[config.mk]
export PLATFORM = sky130hd
export DESIGN_NAME = tcc_core
export DESIGN_NICKNAME = d
export VERILOG_FILES = /design/src/include/tcc_pkg.sv /design/src/core/tcc_core.sv
export SDC_FILE = /design/constraint.sdc
export NUM_CORES = 1
export LEC_CHECK = 0
export BUFFER_PORTS_ARGS = -buffer_cell sky130_fd_sc_hd__buf_2
export CORE_MARGIN = 2
export CORE_UTILIZATION = 39
export CTS_CLUSTER_SIZE = 16
export DETAILED_ROUTE_END_ITERATION = 8
export PLACE_DENSITY = 0.62
export SYNTH_ARGS = -nofsm -noshare
export SYNTH_HDL_FRONTEND = slang
export SYNTH_SLANG_ARGS = --single-unit
[constraint.sdc]
create_clock -name pclk -period 2.6 [get_ports pclk]
set_input_delay 0.13 -clock pclk [delete_from_list [all_inputs] [get_ports pclk]]
set_output_delay 0.13 -clock pclk [all_outputs]
set_load 0.05 [all_outputs]
[src/include/tcc_pkg.sv]
// Constants, register map and mode decode for the timer channel block.
// Assumes a 16-bit counter outside this block that supplies value and ticks.
package tcc_pkg;

   // ------------------------------------------------------------
   // Sizes
   // ------------------------------------------------------------
   localparam int NCH = 4;
   localparam int VW  = 16;
   localparam int BW  = 8;

   // ------------------------------------------------------------
   // Register map: word per register, channel index in paddr[3:2]
   // ------------------------------------------------------------
   localparam logic [3:0] RGN_CTRL = 4'h0;
   localparam logic [3:0] RGN_VALH = 4'h1;
   localparam logic [3:0] RGN_VALL = 4'h2;
   localparam logic [3:0] RGN_STAT = 4'h3;
   localparam logic [7:0] ADDR_STAT = 8'h30;

   // ------------------------------------------------------------
   // Channel control bit positions
   // ------------------------------------------------------------
   localparam int B_FLAG = 7;
   localparam int B_IE   = 6;
   localparam int B_BUF  = 5;
   localparam int B_UNB  = 4;
   localparam int B_ELH  = 3;
   localparam int B_ELL  = 2;
   localparam int B_TOV  = 1;
   localparam int B_MAX  = 0;
   localparam logic [6:0] CTRL_RST = 7'h00;

   // ------------------------------------------------------------
   // Edge/level select codes
   // ------------------------------------------------------------
   localparam logic [1:0] ELS_OFF = 2'h0;
   localparam logic [1:0] ELS_TGL = 2'h1;
   localparam logic [1:0] ELS_CLR = 2'h2;
   localparam logic [1:0] ELS_SET = 2'h3;

   typedef enum logic [2:0] {
      TCC_PORT,
      TCC_CAPTURE,
      TCC_COMPARE,
      TCC_BUFFERED,
      TCC_OFF
   } tcc_mode_t;

   // Mode from the control bits; a disabled odd channel is off
   function automatic tcc_mode_t tcc_mode(input logic [6:0] c,
                                          input logic       dis);
      tcc_mode_t m;
      m = TCC_OFF;
      if (dis) begin
         m = TCC_OFF;
      end else if (c[B_ELH:B_ELL] == ELS_OFF) begin
         m = TCC_PORT;
      end else if (c[B_BUF]) begin
         m = TCC_BUFFERED;
      end else if (c[B_UNB]) begin
         m = TCC_COMPARE;
      end else begin
         m = TCC_CAPTURE;
      end
      return m;
   endfunction : tcc_mode

endpackage : tcc_pkg

[src/core/tcc_core.sv]
// Four-channel capture/compare logic behind an APB register slave.
// Assumes counter value, tick and overflow pulses come from the counter
// block, all synchronous to pclk; channel pins are sampled directly.
`timescale 1ns/100ps
`default_nettype none

// Contract
// Software stops and resets the counter before changing mode bits.
// In capture mode the select bits pick the active pin edges.
// In compare mode the select bits pick the pin action on match.
// Select bits both zero: channel leaves pin to port control.
// Reset clears both select bits of every channel.
// Select bits zero: unbuffered bit sets initial level, 0 high, 1 low.
// Capture codes: 01 rising, 10 falling, 11 either edge.
// Compare codes, buffered or not: 01 toggle, 10 clear, 11 set.
// External driver holds pin stable two clocks before capture enable.
// Compare channel with toggle-on-overflow inverts pin on overflow.
// Reset clears every toggle-on-overflow bit.
// Overflow toggle wins over a simultaneous compare match.
// With toggle-on-overflow clear, max-duty forces 100% duty.
// Max-duty changes take effect from the next period.
// Value register holds captured count or compare value.
// Capture mode: high byte read blocks captures until low read.
// Compare modes: high byte write blocks matches until low write.
// Flag sets on active edge or on count equal to value.
// Flag clears by read-with-flag then write zero; event wins.
// Buffered bit on channel 0/2 disables the paired odd channel.
// Counter overflow marks the period boundary.
// Buffered pair values alternate; new value used from next period.
// Channel interrupt request is flag and enable together.
module tcc_core
   import tcc_pkg::*;
(
   input  wire logic                pclk,
   input  wire logic                presetn,
   input  wire logic                psel,
   input  wire logic                penable,
   input  wire logic                pwrite,
   input  wire logic [7:0]          paddr,
   input  wire logic [31:0]         pwdata,
   output logic      [31:0]         prdata,
   output logic                     pready,
   output logic                     pslverr,
   input  wire logic [VW-1:0]       cnt_value,
   input  wire logic                cnt_tick,
   input  wire logic                cnt_ovf,
   input  wire logic [NCH-1:0]      ch_pin_in,
   output logic      [NCH-1:0]      ch_pin_out,
   output logic      [NCH-1:0]      ch_pin_oe,
   output logic      [NCH-1:0]      ch_irq
);

   // ------------------------------------------------------------
   // State
   // ------------------------------------------------------------
   logic [6:0]     ctrl_r   [NCH];
   logic [6:0]     ctrl_nxt [NCH];
   logic [VW-1:0]  val_r    [NCH];
   logic [VW-1:0]  val_nxt  [NCH];
   logic [NCH-1:0] flag_r, flag_nxt;
   logic [NCH-1:0] arm_r, arm_nxt;
   logic [NCH-1:0] rblk_r, rblk_nxt;
   logic [NCH-1:0] wblk_r, wblk_nxt;
   logic [NCH-1:0] out_r, out_nxt;
   logic [NCH-1:0] oe_r, oe_nxt;
   logic [NCH-1:0] pin_q_r, pin_q_nxt;
   logic [NCH-1:0] maxe_r, maxe_nxt;
   logic [NCH-1:0] irq_r, irq_nxt;
   logic [1:0]     act_odd_r, act_odd_nxt;
   logic [1:0]     last_odd_r, last_odd_nxt;
   logic           pready_r, pready_nxt;
   logic           pslverr_r, pslverr_nxt;
   logic [31:0]    prdata_r, prdata_nxt;

   // ------------------------------------------------------------
   // Decode and per-channel events
   // ------------------------------------------------------------
   logic           acc, wr, rd, mapped;
   logic [3:0]     rgn;
   logic [1:0]     idx;
   tcc_mode_t      mode   [NCH];
   logic [NCH-1:0] dis, ev_cap, match, full_lvl, sel;
   logic [VW-1:0]  cmp    [NCH];

   assign acc = psel & penable & pready_r;
   assign wr  = acc & pwrite;
   assign rd  = acc & ~pwrite;
   assign rgn = paddr[7:4];
   assign idx = paddr[3:2];

   always_comb begin
      mapped = (rgn == RGN_CTRL) || (rgn == RGN_VALH) ||
               (rgn == RGN_VALL) || (paddr[7:2] == ADDR_STAT[7:2]);
      for (int c = 0; c < NCH; c++) begin
         sel[c] = (idx == c[1:0]);
         // Odd channel is swallowed by its buffered even partner
         dis[c] = (c % 2 == 1) ? ctrl_r[c & 2][B_BUF] : 1'b0;
         mode[c] = tcc_mode(ctrl_r[c], dis[c]);
         // Buffered even channel compares against the active pair member
         if (mode[c] == TCC_BUFFERED && act_odd_r[c/2]) begin
            cmp[c] = val_r[c | 1];
         end else begin
            cmp[c] = val_r[c];
         end
         ev_cap[c] = (mode[c] == TCC_CAPTURE) && !rblk_r[c] &&
                     ((ctrl_r[c][B_ELL] && ch_pin_in[c] && !pin_q_r[c]) ||
                      (ctrl_r[c][B_ELH] && !ch_pin_in[c] && pin_q_r[c]));
         // above; see below
         match[c] = (mode[c] == TCC_COMPARE || mode[c] == TCC_BUFFERED) &&
                    cnt_tick && (cnt_value == cmp[c]) && !wblk_r[c] &&
                    !((mode[c] == TCC_BUFFERED) && wblk_r[c|1]);
         // Full-duty level is low for set-on-compare and high for clear or toggle
         full_lvl[c] = (ctrl_r[c][B_ELH:B_ELL] != ELS_SET);
      end
   end

   // ------------------------------------------------------------
   // Channel next state
   // ------------------------------------------------------------
   always_comb begin
      for (int c = 0; c < NCH; c++) begin
         ctrl_nxt[c]  = ctrl_r[c];
         val_nxt[c]   = val_r[c];
         flag_nxt[c]  = flag_r[c];
         arm_nxt[c]   = arm_r[c];
         rblk_nxt[c]  = rblk_r[c];
         wblk_nxt[c]  = wblk_r[c];
         out_nxt[c]   = out_r[c];
         pin_q_nxt[c] = ch_pin_in[c];
         // Period boundary latch keeps a partly run period intact
         maxe_nxt[c]  = cnt_ovf ? ctrl_r[c][B_MAX] : maxe_r[c];
         oe_nxt[c]    = (mode[c] == TCC_COMPARE) ||
                        (mode[c] == TCC_BUFFERED);

         // Control register writes; buffered bit only exists on even ones
         if (wr && rgn == RGN_CTRL && sel[c] && !dis[c]) begin
            ctrl_nxt[c] = pwdata[6:0];
            if (c % 2 == 1) begin
               ctrl_nxt[c][B_BUF] = 1'b0;
            end
         end

         // Flag: read-with-flag arms, write of zero clears; set wins
         if (rd && rgn == RGN_CTRL && sel[c] && flag_r[c]) begin
            arm_nxt[c] = 1'b1;
         end else if (wr && rgn == RGN_CTRL && sel[c]) begin
            arm_nxt[c] = 1'b0;
         end
         if (wr && rgn == RGN_CTRL && sel[c] && !dis[c] && arm_r[c] &&
             !pwdata[B_FLAG]) begin
            flag_nxt[c] = 1'b0;
         end
         if (ev_cap[c] || match[c]) begin
            flag_nxt[c] = 1'b1;
         end

         // Value bytes and their coherency locks
         if (wr && rgn == RGN_VALH && sel[c]) begin
            val_nxt[c][VW-1:BW] = pwdata[BW-1:0];
            if (ctrl_r[c][B_BUF] || ctrl_r[c][B_UNB]) begin
               wblk_nxt[c] = 1'b1;
            end
         end
         if (wr && rgn == RGN_VALL && sel[c]) begin
            val_nxt[c][BW-1:0] = pwdata[BW-1:0];
            wblk_nxt[c] = 1'b0;
         end
         if (rd && rgn == RGN_VALH && sel[c] &&
             !ctrl_r[c][B_BUF] && !ctrl_r[c][B_UNB]) begin
            rblk_nxt[c] = 1'b1;
         end
         if (rd && rgn == RGN_VALL && sel[c]) begin
            rblk_nxt[c] = 1'b0;
         end
         if (ev_cap[c]) begin
            val_nxt[c] = cnt_value;
         end

         // Pin level; the port owns the pin while disconnected
         unique case (mode[c])
            TCC_PORT: begin
               out_nxt[c] = ~ctrl_r[c][B_UNB];
            end
            TCC_COMPARE, TCC_BUFFERED: begin
               if (maxe_r[c] && !ctrl_r[c][B_TOV]) begin
                  out_nxt[c] = full_lvl[c];
               end else if (ctrl_r[c][B_TOV] && cnt_ovf) begin
                  out_nxt[c] = ~out_r[c];
               end else if (match[c]) begin
                  unique case (ctrl_r[c][B_ELH:B_ELL])
                     ELS_TGL: out_nxt[c] = ~out_r[c];
                     ELS_CLR: out_nxt[c] = 1'b0;
                     ELS_SET: out_nxt[c] = 1'b1;
                     default: out_nxt[c] = out_r[c];
                  endcase
               end
            end
            TCC_CAPTURE, TCC_OFF: begin
               out_nxt[c] = out_r[c];
            end
         endcase

         irq_nxt[c] = flag_nxt[c] && ctrl_nxt[c][B_IE];
      end
   end

   // ------------------------------------------------------------
   // Buffered pair selection
   // ------------------------------------------------------------
   always_comb begin
      for (int p = 0; p < NCH / 2; p++) begin
         last_odd_nxt[p] = last_odd_r[p];
         if (wr && rgn == RGN_VALL && idx == 2'(2 * p)) begin
            last_odd_nxt[p] = 1'b0;
         end else if (wr && rgn == RGN_VALL && idx == 2'(2 * p + 1)) begin
            last_odd_nxt[p] = 1'b1;
         end
         // Swap only at the boundary so no pulse is cut short
         act_odd_nxt[p] = cnt_ovf ? last_odd_r[p] : act_odd_r[p];
      end
   end

   // ------------------------------------------------------------
   // APB answer: registered, zero wait states
   // ------------------------------------------------------------
   always_comb begin
      pready_nxt  = psel & ~penable;
      pslverr_nxt = psel & ~penable & ~mapped;
      prdata_nxt  = prdata_r;
      if (psel && !penable) begin
         prdata_nxt = '0;
         unique case (rgn)
            RGN_CTRL: begin
               if (!dis[idx]) begin
                  prdata_nxt[B_FLAG:0] = {flag_r[idx], ctrl_r[idx]};
               end
            end
            RGN_VALH: prdata_nxt[BW-1:0] = val_r[idx][VW-1:BW];
            RGN_VALL: prdata_nxt[BW-1:0] = val_r[idx][BW-1:0];
            RGN_STAT: begin
               if (mapped) begin
                  prdata_nxt[2*NCH-1:0] = {oe_r, out_r};
               end
            end
            default:  prdata_nxt = '0;
         endcase
      end
   end

   // ------------------------------------------------------------
   // Registers
   // ------------------------------------------------------------
   always_ff @(posedge pclk or negedge presetn) begin
      if (!presetn) begin
         for (int c = 0; c < NCH; c++) begin
            ctrl_r[c] <= CTRL_RST;
            val_r[c]  <= '0;
         end
         flag_r     <= '0;
         arm_r      <= '0;
         rblk_r     <= '0;
         wblk_r     <= '0;
         out_r      <= '0;
         oe_r       <= '0;
         pin_q_r    <= '0;
         maxe_r     <= '0;
         irq_r      <= '0;
         act_odd_r  <= '0;
         last_odd_r <= '0;
         pready_r   <= 1'b0;
         pslverr_r  <= 1'b0;
         prdata_r   <= '0;
      end else begin
         for (int c = 0; c < NCH; c++) begin
            ctrl_r[c] <= ctrl_nxt[c];
            val_r[c]  <= val_nxt[c];
         end
         flag_r     <= flag_nxt;
         arm_r      <= arm_nxt;
         rblk_r     <= rblk_nxt;
         wblk_r     <= wblk_nxt;
         out_r      <= out_nxt;
         oe_r       <= oe_nxt;
         pin_q_r    <= pin_q_nxt;
         maxe_r     <= maxe_nxt;
         irq_r      <= irq_nxt;
         act_odd_r  <= act_odd_nxt;
         last_odd_r <= last_odd_nxt;
         pready_r   <= pready_nxt;
         pslverr_r  <= pslverr_nxt;
         prdata_r   <= prdata_nxt;
      end
   end

   assign prdata     = prdata_r;
   assign pready     = pready_r;
   assign pslverr    = pslverr_r;
   assign ch_pin_out = out_r;
   assign ch_pin_oe  = oe_r;
   assign ch_irq     = irq_r;

   for (genvar g = 0; g < NCH; g++) begin : g_chk

   end
endmodule : tcc_core

`default_nettype wire

==> results.md, run 1 <==
* Status: finished, final reports clean
* Buffers & Inverters on Critical Path at 1
* Setup Crit Path Kind: register to register
* Die Footprint at 22800 um2
* Number of synthesized flops with an enable pin at 0
* VDD IR max at 537 uV
* CP top delay family: compound AO/OA/AOI/OAI gates
* CP Launch Type: register
* Flops & latches, synth at 140
* Die Width at 151 um
* Yosys cell types at 75
* First drt pass iteration count at 5
* Longest Clk Path Bufs at 2
* Starting Density at 0.399
* Total of max-cap violations at 0
* I/O pin count at 113
* Clock skew at 0.0143 ns
* Initial antenna violation count at 1
* Drc violations at 0
* Die span in y at 151 um
* Worst slew pin tran at 0.632 ns
* Synth area leader: dfrtp_1
* Total leakage power at 4.02 nW
* Cell area power density at 617 nW/um2
* Critical path arrival at 2.63 ns
* Synth area leaders: dfrtp_1 (42%), mux2i_1 (8.5%), mux4_2 (5.9%)
* Buffers on Ports at 62
* Vias in the first global route at 6535
* Initial DRC count at 638
* Largest net degree at the start of global routing at 104
* Hold Fails Final Rpt at 0
* Final antenna-violating net count at 0
* Via-per-instance ratio at 5.77
* Primary FF master, synth: dfrtp_1
* Mean Syn Cell Area at 9.86 um2
* Cts hold-fix bufs at 5
* Area delta synth->final at 14.3%
* Core area at 21100 um2
* Fin. max-slew vios at 0
* GR Overflow Total at 0
* Num CTS Buffers at 17
* # rows at 53
* YS warnings at 0
* CTS Sinks at 140
* Number of setup buffers added after CTS at 0
* Max Freq at 0.430 GHz
* Antenna cell count at 0
* Setup repair after global routing missed its margin: false
* GP Congestion at 0.907
* Tot GR Track Use at 0.239
* Yosys top cell area share at 0.417
* Crit path from: ctrl_r[2]
* Area of the multi-input gates at 4470 um2
* Asr flop ratio synth at 1.00
* First-pass GRT wire length at 39.9 mm
* Sequential cell area at 3500 um2
* Clock Tree Root: clkbuf_16
* Worst path cell trace: inv_1 > ha_1 > nor3b_2 > nand4b_1 > or3_1 > o41a_1 > o32a_1
* Final hold slack at 0.0305 ns
* Worst Hold Class: input port to register
* RR Startpoint: ctrl_r[2]
* Final TNS setup at 0 ns
* WL final at 26.1 mm
* Count leader, synth: dfrtp_1
* Crit-path max cell delay at 0.43 ns
* Worst-path clk slew at 0.06 ns
* Period minus WS final at 2.33 ns
* Filler cells at 2008
* CTS tree: yes
* Total number of vias at 6927
* Cts repair resizes at 0
* Worst slew margin at 0.579
* Slowest stage cell, crit path: o41a_1
* Crit-path max FO at 4
* Worst setup EP type: register
* Layout cells sized above 1 at 0.215
* Clk_lat worst skew at 0.43 ns
* Period utilization at 0.894
* Post-synthesis cell count at 853
* H-tree Lvls at 4
* Top post-synthesis cells by count: dfrtp_1 (140), nand2_1 (121), o21ai_0 (75)
* Min-delay src: cnt_value[8]
* Part of the Yosys area used for sequential elements at 0.417
* Mapped Area at 8410 um2
* WL per Instance at 21.7 um
* Post-DP HPWL at 18.8 mm
* Layout Nets at 984
* CP required at 2.90 ns
* Final setup vio count at 0
==> sequential cells by signal, summed over array words and instances, names as in the netlist, 8 cells and up <==
signal and flops:
cmp 32, val_r 32, ctrl_r 26, prdata 8
==> final timing paths <==
path | cells after the start | to | slack (ns)
hold / removal | 3 | cmp[40] | 0.03
max in group asynchronous | 3 | ch_pin_oe[0] | 1.51
setup / recovery | 7 | ch_pin_out[3] | 0.27
setup reg to reg | 7 | ch_pin_out[3] | 0.27
hold reg to reg | 1 | arm_r[2] | 0.49
min in group asynchronous | 2 | cmp[12] | 0.18
==> placed cells by master (no fill, tap or decap), drive strengths merged, types with 4 or more instances in the layout <==
cell type,count
mux2i,71
a21oi,21
a221oi,4
nor3,10
buf,93
o22ai,8
ha,4
or4,4
clkinvlp,4
mux4,23
nor4,8
o21ai,80
nor2b,12
nor3b,6
nor2,43
inv,32
mux2,22
nand3,6
dlygate4sd3,5
nand3b,6
xnor2,15
clkbuf,18
clkinv,9
dfrtp,140
xor2,25
conb,24
a31oi,15
and3,5
nand4,5
a22oi,17
nand2b,12
nand4b,6
nand2,123
==> power by group <==
group | switching [mW] | internal (mW) | total [mW] | leakage (nW)
Combinational | 0.688 | 0.372 | 1.06 | 2.02
Sequential | 0.199 | 2.34 | 2.54 | 1.73
Clock | 0.994 | 1.34 | 2.33 | 0.268
Total | 1.88 | 4.05 | 5.93 | 4.02
==> routing by layer <==
metal / part of all wire / GRT usage / vias to the layer above
met5: 0.00050 / 0 / -
met4: 0.021 / 0.0780 / 2
met3: 0.073 / 0.0473 / 35
met2: 0.46 / 0.361 / 302
met1: 0.45 / 0.346 / 3459
li1: - / - / 3129
==> worst min-delay path, cell delays in order <==
cell and delay, ns:
buf_2 0.17, nand2_1 0.07, o21ai_1 0.05
==> metrics by stage <==
step	instance area [um2]	setup slack [ns]	total power [mW]	util	instances
6_report	9610	0.275	5.93	0.456	1201
5_1_grt	9610	0.139	6.17	0.456	1201
3_5_place_dp	9000	0.320	3.61	0.427	1164
2_1_floorplan	8500	0.374	3.27	-	876
4_1_cts	9610	0.292	5.94	0.456	1201
3_3_place_gp	9000	0.326	3.60	0.427	1164
==> cell type report <==
cell class / count / area share
Inverter: 32 / 0.0125
Multi-Input combinational cell: 624 / 0.465
Clock buffer: 18 / 0.0457
Timing Repair Buffer: 98 / 0.0637
Clock inverter: 14 / 0.0129
Tap cell: 275 / 0.0358
Sequential cell: 140 / 0.365
==> cell families (layout without fill, tap and decap cells) <==
| family | after synthesis | after routing | synth area share |
|---|---|---|---|
| AOI/OAI and AO/OA | 183 | 183 | 0.139 |
| xor gates and xnor gates | 40 | 40 | 0.0417 |
| adders and majority gates | 4 | 4 | 0.00595 |
| buffers and inverters | 112 | 162 | 0.0641 |
| DFF | 140 | 140 | 0.417 |
| muxes | 116 | 116 | 0.176 |
| other | 1 | 24 | 0.000446 |
| and+or+nand+nor | 257 | 257 | 0.156 |
Power figures use the tool's default switching activity.
==> inputs of run 2 (changes only) <==
--- a/config.mk
+++ b/config.mk
@@ -10,7 +10,7 @@
 export CORE_UTILIZATION = 39
 export CTS_CLUSTER_SIZE = 16
 export DETAILED_ROUTE_END_ITERATION = 8
-export PLACE_DENSITY = 0.62
+export PLACE_DENSITY = 0.64
 export SYNTH_ARGS = -nofsm -noshare
 export SYNTH_HDL_FRONTEND = slang
 export SYNTH_SLANG_ARGS = --single-unit
==> constraint.sdc (replaced) <==
create_clock -name pclk -period 2.1 [get_ports pclk]
set_input_delay 0.105 -clock pclk [delete_from_list [all_inputs] [get_ports pclk]]
set_output_delay 0.105 -clock pclk [all_outputs]
set_load 0.05 [all_outputs]
==> run 2 against run 1 <==
The run now ends with setup timing left. Global-route usage is 1.0 points higher. Core utilization is 3.2 points higher. Cell count grew 4.8%. Via count increased by 3.1%. Clock-buffer cell count grew 1. Worst setup slack got worse by 0.29 ns. Clock power increased by 44%. First-iteration DRC count grew 5.5%. Largest power group is now clock.
==> results.md, run 2 (synthesized netlist as in run 1, its figures left out) <==
* Via-per-instance ratio at 5.67 (-1.6%)
* Status: finished with violations
* Layout Nets at 1042 (+5.9%)
* Switching power at 2.38 mW (+27%)
* Critical path arrival at 2.47 ns (-0.16 ns)
* RR Startpoint: cmp[34]
* Vias in the first global route at 6978 (+6.8%)
* Clock skew at 0.00942 ns (-0.00488 ns)
* Clk_lat worst skew at 0.44 ns (about the same)
* Period utilization at 1.01 (+0.114)
* Die Width at 151 um (unchanged)
* Final setup vio count at 1 (+1)
* Antenna cell count at 0 (unchanged)
* CTS tree: yes
* Sequential power share at 0.392 (-0.036)
* Drc violations at 0 (unchanged)
* I/O pin count at 113 (unchanged)
* Worst-path clk slew at 0.06 ns (about the same)
* CP required at 2.45 ns (-0.45 ns)
* Total leakage power at 4.38 nW (+9.1%)
* Total of max-cap violations at 0 (unchanged)
* VDD IR max at 585 uV (+8.9%)
* Largest net degree at the start of global routing at 50 (-52%)
* Cell area power density at 773 nW/um2 (+25%)
* Die Footprint at 22800 um2 (unchanged)
* Crit-path max cell delay at 0.60 ns (+0.17 ns)
* Setup repair after global routing missed its margin: true
* Failing checks: setup timing
* CTS Sinks at 140 (unchanged)
* Buffers on Ports at 62 (unchanged)
* Setup WS post-layout at -0.0166 ns (-0.291 ns)
* Cells on worst reg2reg path at 6 (-1)
* GR Overflow Total at 0 (unchanged)
* Slowest stage cell, crit path: or4_4
* Most common cell after layout, fill and taps aside: dfrtp_1
* Period minus WS final at 2.12 ns (-0.209 ns)
* WL final at 27.4 mm (+4.8%)
* WL per Instance at 21.7 um (about the same)
* Most frequent cells in the layout: dfrtp_1 (139), nand2_1 (121), buf_4 (77)
* Slack of the worst reg-to-reg path at -0.02 ns (-0.29 ns)
* Tot GR Track Use at 0.250 (+0.0105)
* Fin. max-slew vios at 0 (unchanged)
* Initial DRC count at 673 (+5.5%)
* Area delta synth->final at 22.3%
* Net Sw Frac at 0.300 (-0.0173)
* First-pass GRT wire length at 41.5 mm (+3.8%)
* Hold Fails Final Rpt at 0 (unchanged)
* Final hold slack at 0.0284 ns (-0.00210 ns)
* Layout cells sized above 1 at 0.264 (+0.0493)
* Combinational cell fraction of total power at 0.185 (+0.006)
* Post-DP HPWL at 19.8 mm (+5.4%)
* CP Launch Type: register
* Final core utilization at 0.488 (+0.0319)
* Worst Hold Class: input port to register
* Starting Density at 0.399 (unchanged)
* Setup Crit Path Kind: register to register
* Worst slew pin tran at 0.513 ns (-0.120 ns)
* Worst reg2reg path endpoint: ch_pin_out[1]
* Final antenna-violating net count at 0 (unchanged)
* Clock Tree Root: clkbuf_16
* Clk pwr share at 0.423 (+0.030)
* Worst path cell trace: xor2_1 > nor4_2 > nand4_1 > or4_4 > o221a_4 > a211oi_2
* Longest Clk Path Bufs at 2 (unchanged)
* Core area at 21100 um2 (unchanged)
* Cell internal pwr at 5.56 mW (+37%)
* Crit path capture: ch_pin_out[1]
* Die span in y at 151 um (unchanged)
* Worst slew margin at 0.658 (+0.0797)
* Total number of vias at 7144 (+3.1%)
* Num CTS Buffers at 17 (unchanged)
* # rows at 53 (unchanged)
* Initial antenna violation count at 0 (-1)
* Crit-path max FO at 3 (-1)
* Design Power at 7.95 mW (+34%)
* GP Congestion at 0.917 (+1.0%)
* Worst setup EP type: register
* Crit path from: cmp[34]
* H-tree Lvls at 4 (unchanged)
* Max Freq at 0.472 GHz (+9.9%)
* First drt pass iteration count at 6 (+1)
[run 2: power groups by stage]
stage	logic, mW	clock network, mW	registers, mW
2_1_floorplan	0.811	0	3.23
3_3_place_gp	1.40	0	3.14
3_5_place_dp	1.42	0	3.15
4_1_cts	1.45	3.39	3.11
5_1_grt	1.59	3.50	3.14
6_report	1.47	3.36	3.12
[run 2: worst min-delay path by stage]
| stage | slack (ns) | startpoint | depth (start not counted) | endpoint |
|---|---|---|---|---|
| finish | 0.03 | cnt_value[4] | 3 | cmp[4] |
| global route | 0.03 | cnt_value[15] | 3 | val_r[63] |
| CTS | 0.02 | cnt_value[4] | 3 | cmp[4] |
| detailed placement | 0.1 | presetn | 1 | val_r[22] |
| global placement | 0.1 | presetn | 1 | val_r[22] |
| floorplan | -0.19 | presetn | 0 | act_odd_r[0] |
[run 2: per-layer routing]
layer  wire length, um  global-route usage
met1             11400               0.336
met3              2430              0.0630
met5                 0                   0
met2             12500               0.383
met4              1060               0.109
[run 2: cell type report]
| cell class | instances | area, um2 |
|---|---|---|
| clock buffer | 19 | 433 |
| clock inverter | 13 | 216 |
| fill | 1956 | 10800 |
| inverter | 32 | 120 |
| multi-input combinational | 624 | 4530 |
| sequential | 140 | 3500 |
| tap | 275 | 344 |
| timing repair buffer | 156 | 1130 |
[run 2: per-stage QoR]
stage                     instance area (um2)  TNS [ns]  worst slack [ns]  std cells
after floorplan                          8500         0            0.0170        876
after global placement                   9440    -0.148           -0.0924       1212
after detailed placement                 9440    -0.230            -0.101       1212
after CTS                               10200   -0.0738           -0.0738       1257
after global routing                    10300   -0.0485           -0.0413       1259
final                                   10300   -0.0166           -0.0166       1259
[run 2: timing repair]
item / in CTS / in global routing
buffers inserted: 3 / 2
gates cloned: 0 / 0
endpoints found under the setup margin: 4 / 9
hold buffers: 10 / 0
pin swaps: 8 / 7
resized for setup: 7 / 7
hold endpoints to repair: 57 / 0
[run 2: critical path: cells and delay by family (launching register included)]
kind / cells / cell delay (ns)
simple gates: 3 / 1.10
flops: 1 / 0.39
compound gates: 2 / 0.39
xor+xnor: 1 / 0.15
